--- src/asra_regs.svh ---
// register map, field positions, reset values and frame constants
`ifndef ASRA_REGS_SVH
`define ASRA_REGS_SVH
`define ASRA_FRAME_BITS      5'd16
`define ASRA_CRC_FRAME_BITS  5'd24
`define ASRA_BIT_CNT_MAX     5'h1F
`define ASRA_DIR_BIT         15
`define ASRA_IDX_HI          14
`define ASRA_IDX_LO          12
`define ASRA_IDX_CFG1        3'h1
`define ASRA_IDX_CFG2        3'h2
`define ASRA_IDX_ALARM       3'h3
`define ASRA_IDX_LOW_LIM     3'h4
`define ASRA_IDX_HIGH_LIM    3'h5
`define ASRA_CFG1_RESET      12'h000
`define ASRA_CFG2_RESET      12'h000
`define ASRA_LOW_LIM_RESET   12'h800
`define ASRA_HIGH_LIM_RESET  12'h7FF
`define ASRA_CFG1_WMASK      12'h3FF
`define ASRA_CFG2_WMASK      12'h1FF
`define ASRA_CFG1_CRC_W_BIT  5
`define ASRA_CRC_POLY        8'h07
`define ASRA_CRC_INIT        8'hFF
`endif

--- src/asra_pkg.sv ---
// types for the serial register access block
`default_nettype none
package asra_pkg;
  typedef enum logic {ASRA_IDLE, ASRA_ACTIVE} asra_frame_t;
  typedef logic [11:0] asra_data_t;
endpackage
`default_nettype wire

--- src/asra_serial_regs.sv ---
// serial register access: frame decode, register bank, read-back shifter
`include "asra_regs.svh"
`default_nettype none
// Function
// - frames are 16 clocks, or 24 with checksum, MSB first
// - top bit one writes, zero reads
// - next three bits select target register
// - write loads low twelve bits into register, config reserved bits masked to zero
// - read data returns during following frame
// - index 0, 6, 7 reads return conversions
// - writes to read-only register change nothing
// - writes to undefined indexes are no-ops
// - primary config at 1, reset zero
// - alarm register at 3 reports flags
// - lower limit at 4 resets 0x800
// - upper limit at 5 resets 0x7FF
// - checksummed writes need valid checksum else dropped
// - read-back top nibble carries addressing field
module asra_serial_regs
  import asra_pkg::*;
(
  input  wire logic        clk_sys,
  input  wire logic        rst_n,
  input  wire logic        serial_clk,
  input  wire logic        frame_sel_n,
  input  wire logic        serial_command_in,
  input  wire logic [15:0] conv_result_a,
  input  wire logic        setup_event,
  input  wire logic        chan_a_over_event,
  input  wire logic        chan_a_under_event,
  input  wire logic        chan_b_over_event,
  input  wire logic        chan_b_under_event,
  output logic             serial_out_a,
  output asra_data_t       config_primary,
  output asra_data_t       config_secondary,
  output asra_data_t       lower_alarm_limit,
  output asra_data_t       upper_alarm_limit,
  output logic [5:0]       alarm_flags
);

  // checksum over a 16-bit command, top byte inverted via all-ones start
  function automatic logic [7:0] asra_crc8(input logic [15:0] d);
    logic [7:0] c;
    logic       fb;
    c = `ASRA_CRC_INIT;
    for (int i = 15; i >= 0; i--) begin
      fb = c[7] ^ d[i];
      c  = {c[6:0], 1'b0};
      if (fb) begin
        c = c ^ `ASRA_CRC_POLY;
      end
    end
    return c;
  endfunction

  // two-stage synchronisers plus one history stage for edge finding
  logic [2:0] sclk_sync_reg;
  logic [2:0] sel_sync_reg;
  logic [1:0] sdi_sync_reg;

  always_ff @(posedge clk_sys) begin
    if (!rst_n) begin
      sclk_sync_reg <= 3'h0;
      sel_sync_reg  <= 3'h7;
      sdi_sync_reg  <= 2'h0;
    end else begin
      sclk_sync_reg <= {sclk_sync_reg[1:0], serial_clk};
      sel_sync_reg  <= {sel_sync_reg[1:0], frame_sel_n};
      sdi_sync_reg  <= {sdi_sync_reg[0], serial_command_in};
    end
  end

  logic sclk_rise;
  logic sclk_fall;
  logic sel_fall;
  logic sel_rise;
  assign sclk_rise = sclk_sync_reg[1] & ~sclk_sync_reg[2];
  assign sclk_fall = ~sclk_sync_reg[1] & sclk_sync_reg[2];
  assign sel_fall  = ~sel_sync_reg[1] & sel_sync_reg[2];
  assign sel_rise  = sel_sync_reg[1] & ~sel_sync_reg[2];

  asra_frame_t state_reg,     state_next;
  logic [4:0]  bit_cnt_reg,   bit_cnt_next;
  logic [23:0] in_sh_reg,     in_sh_next;
  logic [15:0] out_sh_reg,    out_sh_next;
  logic        sout_reg,      sout_next;
  logic        pend_reg,      pend_next;
  logic [2:0]  pend_idx_reg,  pend_idx_next;
  asra_data_t  cfg1_reg,      cfg1_next;
  asra_data_t  cfg2_reg,      cfg2_next;
  asra_data_t  low_reg,       low_next;
  asra_data_t  high_reg,      high_next;
  logic [5:0]  alarm_reg,     alarm_next;

  // read-back word for a register index
  function automatic logic [15:0] asra_readback(input logic [2:0] idx,
                                                input asra_data_t c1,
                                                input asra_data_t c2,
                                                input logic [5:0] al,
                                                input asra_data_t lo,
                                                input asra_data_t hi);
    asra_data_t d;
    d = 12'h000;
    unique case (idx)
      `ASRA_IDX_CFG1:     d = c1;
      `ASRA_IDX_CFG2:     d = c2;
      `ASRA_IDX_ALARM:    d = {2'h0, al[5:4], 2'h0, al[3:2], 2'h0, al[1:0]};
      `ASRA_IDX_LOW_LIM:  d = lo;
      `ASRA_IDX_HIGH_LIM: d = hi;
      default:            d = 12'h000;
    endcase
    return {1'b0, idx, d};
  endfunction

  logic [15:0] cmd;
  logic [7:0]  crc_rx;
  logic        is_wr;
  logic [2:0]  idx;
  logic        need_crc;
  logic        len_ok;
  logic [15:0] load_word;

  // frame sequencing, decode and register updates
  always_comb begin
    state_next    = state_reg;
    bit_cnt_next  = bit_cnt_reg;
    in_sh_next    = in_sh_reg;
    out_sh_next   = out_sh_reg;
    sout_next     = sout_reg;
    pend_next     = pend_reg;
    pend_idx_next = pend_idx_reg;
    cfg1_next     = cfg1_reg;
    cfg2_next     = cfg2_reg;
    low_next      = low_reg;
    high_next     = high_reg;
    // hardware events set sticky alarm bits; set beats clear below
    alarm_next    = alarm_reg;
    cmd           = (bit_cnt_reg == `ASRA_CRC_FRAME_BITS) ? in_sh_reg[23:8] : in_sh_reg[15:0];
    crc_rx        = in_sh_reg[7:0];
    is_wr         = cmd[`ASRA_DIR_BIT];
    idx           = cmd[`ASRA_IDX_HI:`ASRA_IDX_LO];
    need_crc      = cfg1_reg[`ASRA_CFG1_CRC_W_BIT] |
                    ((idx == `ASRA_IDX_CFG1) & cmd[`ASRA_CFG1_CRC_W_BIT]);
    len_ok        = (bit_cnt_reg == `ASRA_FRAME_BITS) |
                    (bit_cnt_reg == `ASRA_CRC_FRAME_BITS);
    load_word     = pend_reg ? asra_readback(pend_idx_reg, cfg1_reg, cfg2_reg, alarm_reg,
                                             low_reg, high_reg)
                             : conv_result_a;
    unique case (state_reg)
      ASRA_IDLE: begin
        sout_next = 1'b0;
        if (sel_fall) begin
          state_next   = ASRA_ACTIVE;
          bit_cnt_next = 5'd0;
          out_sh_next  = load_word;
          sout_next    = load_word[15];
          pend_next    = 1'b0;
          if (pend_reg && pend_idx_reg == `ASRA_IDX_ALARM) begin
            alarm_next = 6'h00;
          end
        end
      end
      ASRA_ACTIVE: begin
        if (sclk_rise) begin
          in_sh_next = {in_sh_reg[22:0], sdi_sync_reg[1]};
          // saturate well above 24 so over-long frames never look legal
          if (bit_cnt_reg != `ASRA_BIT_CNT_MAX) begin
            bit_cnt_next = bit_cnt_reg + 5'd1;
          end
        end
        if (sclk_fall) begin
          out_sh_next = {out_sh_reg[14:0], 1'b0};
          sout_next   = out_sh_reg[14];
        end
        if (sel_rise) begin
          state_next = ASRA_IDLE;
          sout_next  = 1'b0;
          // frames of wrong length are dropped, no read left pending
          if (len_ok) begin
            if (is_wr) begin
              if (need_crc && (bit_cnt_reg != `ASRA_CRC_FRAME_BITS ||
                               asra_crc8(cmd) != crc_rx)) begin
                alarm_next[5] = 1'b1;
              end else begin
                unique case (idx)
                  `ASRA_IDX_CFG1:     cfg1_next = cmd[11:0] & `ASRA_CFG1_WMASK;
                  `ASRA_IDX_CFG2:     cfg2_next = cmd[11:0] & `ASRA_CFG2_WMASK;
                  `ASRA_IDX_LOW_LIM:  low_next  = cmd[11:0];
                  `ASRA_IDX_HIGH_LIM: high_next = cmd[11:0];
                  default:            cfg1_next = cfg1_reg;
                endcase
              end
            end else begin
              // every defined register is readable, so no read is refused
              pend_next     = (idx >= `ASRA_IDX_CFG1) && (idx <= `ASRA_IDX_HIGH_LIM);
              pend_idx_next = idx;
            end
          end
        end
      end
    endcase
    if (setup_event)        alarm_next[4] = 1'b1;
    if (chan_b_over_event)  alarm_next[3] = 1'b1;
    if (chan_b_under_event) alarm_next[2] = 1'b1;
    if (chan_a_over_event)  alarm_next[1] = 1'b1;
    if (chan_a_under_event) alarm_next[0] = 1'b1;
  end

  // state registers
  always_ff @(posedge clk_sys) begin
    if (!rst_n) begin
      state_reg    <= ASRA_IDLE;
      bit_cnt_reg  <= 5'd0;
      in_sh_reg    <= 24'h000000;
      out_sh_reg   <= 16'h0000;
      sout_reg     <= 1'b0;
      pend_reg     <= 1'b0;
      pend_idx_reg <= 3'h0;
      cfg1_reg     <= `ASRA_CFG1_RESET;
      cfg2_reg     <= `ASRA_CFG2_RESET;
      low_reg      <= `ASRA_LOW_LIM_RESET;
      high_reg     <= `ASRA_HIGH_LIM_RESET;
      alarm_reg    <= 6'h00;
    end else begin
      state_reg    <= state_next;
      bit_cnt_reg  <= bit_cnt_next;
      in_sh_reg    <= in_sh_next;
      out_sh_reg   <= out_sh_next;
      sout_reg     <= sout_next;
      pend_reg     <= pend_next;
      pend_idx_reg <= pend_idx_next;
      cfg1_reg     <= cfg1_next;
      cfg2_reg     <= cfg2_next;
      low_reg      <= low_next;
      high_reg     <= high_next;
      alarm_reg    <= alarm_next;
    end
  end

  assign serial_out_a      = sout_reg;
  assign config_primary    = cfg1_reg;
  assign config_secondary  = cfg2_reg;
  assign lower_alarm_limit = low_reg;
  assign upper_alarm_limit = high_reg;
  assign alarm_flags       = alarm_reg;

endmodule
`default_nettype wire

--- config.mk ---
export PLATFORM = sky130hd
export DESIGN_NAME = asra_serial_regs
export DESIGN_NICKNAME = d
export VERILOG_FILES = /design/src/asra_pkg.sv /design/src/asra_serial_regs.sv
export VERILOG_INCLUDE_DIRS = /design/src
export SDC_FILE = /design/constraint.sdc
export NUM_CORES = 1
export LEC_CHECK = 0
export BUFFER_PORTS_ARGS = -buffer_cell sky130_fd_sc_hd__clkbuf_2
export CAP_MARGIN = 20
export CORE_MARGIN = 1
export CORE_UTILIZATION = 35
export CTS_CLUSTER_DIAMETER = 60
export CTS_CLUSTER_SIZE = 16
export DETAILED_ROUTE_END_ITERATION = 12
export PLACE_DENSITY = 0.49
export SLEW_MARGIN = 20
export SYNTH_ARGS = -nofsm -noshare
export SYNTH_HDL_FRONTEND = slang
export SYNTH_SLANG_ARGS = --single-unit
--- constraint.sdc ---
create_clock -name clk_sys -period 4.8 [get_ports clk_sys]
set_input_delay 0.48 -clock clk_sys [delete_from_list [all_inputs] [get_ports clk_sys]]
set_output_delay 0.48 -clock clk_sys [all_outputs]
set_load 0.03 [all_outputs]
==> qor.csv <==
stage,metric,value,unit
logic_synthesis,syn_avg_cell_area,8.61,sq um
detailed_routing,wl,15600,um
grt,grt_pass1_vias,4484,
sta,fin_tns_setup,0,ps
grt,grt_overflow,0,
grt,grt_use_met3,2.79,%
clock_network,clk_latency,360,ps
grt,grt_use_total,19.3,%
flow_run,cap_violations,0,
outcome,status,"complete, no violations",
worst_setup_path,worstPathCellList,"inv_1, ha_1, nand4b_1, mux2i_1, inv_1, ha_1, xor2_2, or3b_1, a211o_1, a211o_1, a21oi_4, o21ai_0, o41a_1",
worst_setup_path,path_max_fanout,24,
power,p_leak,2.74,nW
floorplanning,die_h,130,um
sta,max_clock_freq,0.249,GHz
worst_setup_path,worstPathRequired,5040,ps
clock_network,clock-root-buffer,clkbuf_16,
cells_and_area,layout_common_cells,"nand2_1 (116), dfxtp_1 (107), clkbuf_2 (75)",
clock_network,cts_resized,0,
clock_network,cts_setup_buffers,0,
sta,clock_skew,11.0,ps
clock_network,cts_htree_levels,3,
grt,grt_use_met1,25.2,%
detailed_routing,vias,4778,
placed_design,portBuffers,75,
sta,fin_crit_sh,83.7,%
logic_synthesis,yosys_most_used_dff,dfxtp_1,
grt,grtUsageMet2,31.7,%
worst_setup_path,cp_num_buf_inv,2,
power,ir_drop,0.170,mV
clock_network,clock_sinks,107,
clock_network,cts-hold-fix-buffers,0,
clock_network,path_clk_slew,70,ps
cells_and_area,areaGrowthSynthToFinish,13.7,%
placed_design,gp_congestion,0.838,
floorplanning,rows,46,
logic_synthesis,ys_types,59,
floorplanning,dieArea,16900,sq um
worst_hold_path,hp-class,primary input to register,
floorplanning,ios,81,
placed_design,placedCellCount,911,
worst_setup_path,cpPeakStageDelay,520,ps
sta,rsz0062_at_grt,no,
sta,fin_crit,4020,ps
detailed_routing,drcViolationCount,0,
clock_network,cts_tree,done,
cells_and_area,antenna-diode-count,0,
logic_synthesis,ys_seq_elements,107,
logic_synthesis,synthArstFlopShare,0,%
worst_setup_path,endpoint_kind,register,
sta,setup_viol,0,
logic_synthesis,syn_inst,665,
floorplanning,core,15900,sq um
sta,worst_pin_slew,1010,ps
cells_and_area,final_nets,736,
worst_setup_path,slowest_stage,a21oi_4,
worst_setup_path,cp_top_family,compound AO/OA/AOI/OAI gates,
detailed_routing,drt_pass1_iterations,5,
grt,antenna_found_initial,0,
sta,slew-limit-headroom,32.4,%
detailed_routing,drt-initial-drc-count,345,
floorplanning,initial_utilization,35.9,%
logic_synthesis,yosys_warnings,0,
detailed_routing,wl_per_cell,16.9,um
worst_setup_path,cp-start-kind,register,
placed_design,dp_hpwl,11600,um
floorplanning,fp.dieW,130,um
logic_synthesis,synth_edf_count,0,
logic_synthesis,yosysSeqAreaShare,37.4,%
grt,top_usage_layer,met2,
grt,grt_max_degree,60,
detailed_routing,vias_per_cell,5.15,
cells_and_area,drive_gt1_share,18.6,%
worst_setup_path,crit_type,register to register,
sta,maxSlewViolCount,0,
cells_and_area,fin_util,40.9,%
worst_setup_path,cp.arrival,4250,ps
power,p_per_area,278,nW/um^2
sta,finalHoldViolCount,0,
clock_network,cts_made_buffers,9,
clock_network,clockBufferDepth,2,
grt,grt_pass1_wl,24500,um
detailed_routing,drtAntennaViolNets,0,
cells_and_area,largest_reg_flops,24,
logic_synthesis,synth_area,5730,sq um
cells_and_area,final_cells,927,
cells_and_area,layout_commonest_cell,nand2_1,
## cell families after synthesis
family	synth area share (%)
XOR/XNOR	8.87
other	0.0655
AO/OA/AOI/OAI	17.4
adder cells (fa/ha/maj)	0.874
buffers and inverters	5.92
flip-flops	37.4
multiplexers	13.3
AND/OR/NAND/NOR	16.2
## area by class of cell
type	count	area [sq um]
sequential	107	2140
timing repair buffer	83	435
tap	216	270
multi-input combinational	486	3270
fill	1647	9430
clock buffer	11	243
clock inverter	5	86.3
inverter	19	71.3
## per-stage QoR
stage | area (sq um) | hold WS (ps) | power [mW] | worst slack (ps)
2_1_floorplan | 5740 | 386 | 0.986 | 884
5_1_grt | 6520 | 302 | 1.88 | 464
3_5_place_dp | 6190 | 407 | 1.01 | 856
6_report | 6520 | 301 | 1.81 | 785
3_3_place_gp | 6190 | 396 | 1.01 | 986
4_1_cts | 6520 | 293 | 1.83 | 830
## report_power, final
part           switching [mW]  internal [mW]
Clock                   0.345          0.475
Combinational          0.0574         0.0267
Sequential            0.00742          0.899
Total                   0.410           1.40
## per-layer routing
metal  routed length [um]  vias up
met1                 7450     2268
met4                  344        0
met3                  582       22
met5                    0        -
met2                 7250      114
li1                     -     2374
## final timing paths
check                  startpoint                    to  cells past startpoint  slack [ps]
setup reg to reg   bit_cnt_reg[0]  upper_alarm_limit[9]                     13         780
setup / recovery   bit_cnt_reg[0]  upper_alarm_limit[9]                     13         780
hold reg to reg   sel_sync_reg[0]       sel_sync_reg[1]                      1         420
hold / removal        frame_sel_n       sel_sync_reg[0]                      2         300
## cells in the mapped netlist, types with 10 or more instances
master / instances / share of area [%]
nor2_1: 45 / 2.9
nand2b_1: 10 / 1.1
o41a_1: 11 / 2.2
mux2_2: 24 / 4.7
mux2i_1: 47 / 8.2
dfxtp_1: 107 / 37
xor2_1: 10 / 1.5
o21ai_0: 22 / 1.9
xnor2_1: 28 / 4.3
clkbuf_1: 36 / 2.4
inv_1: 18 / 1.2
nand2_1: 116 / 7.6
a21oi_1: 62 / 5.4
Power figures use the tool's default switching activity.
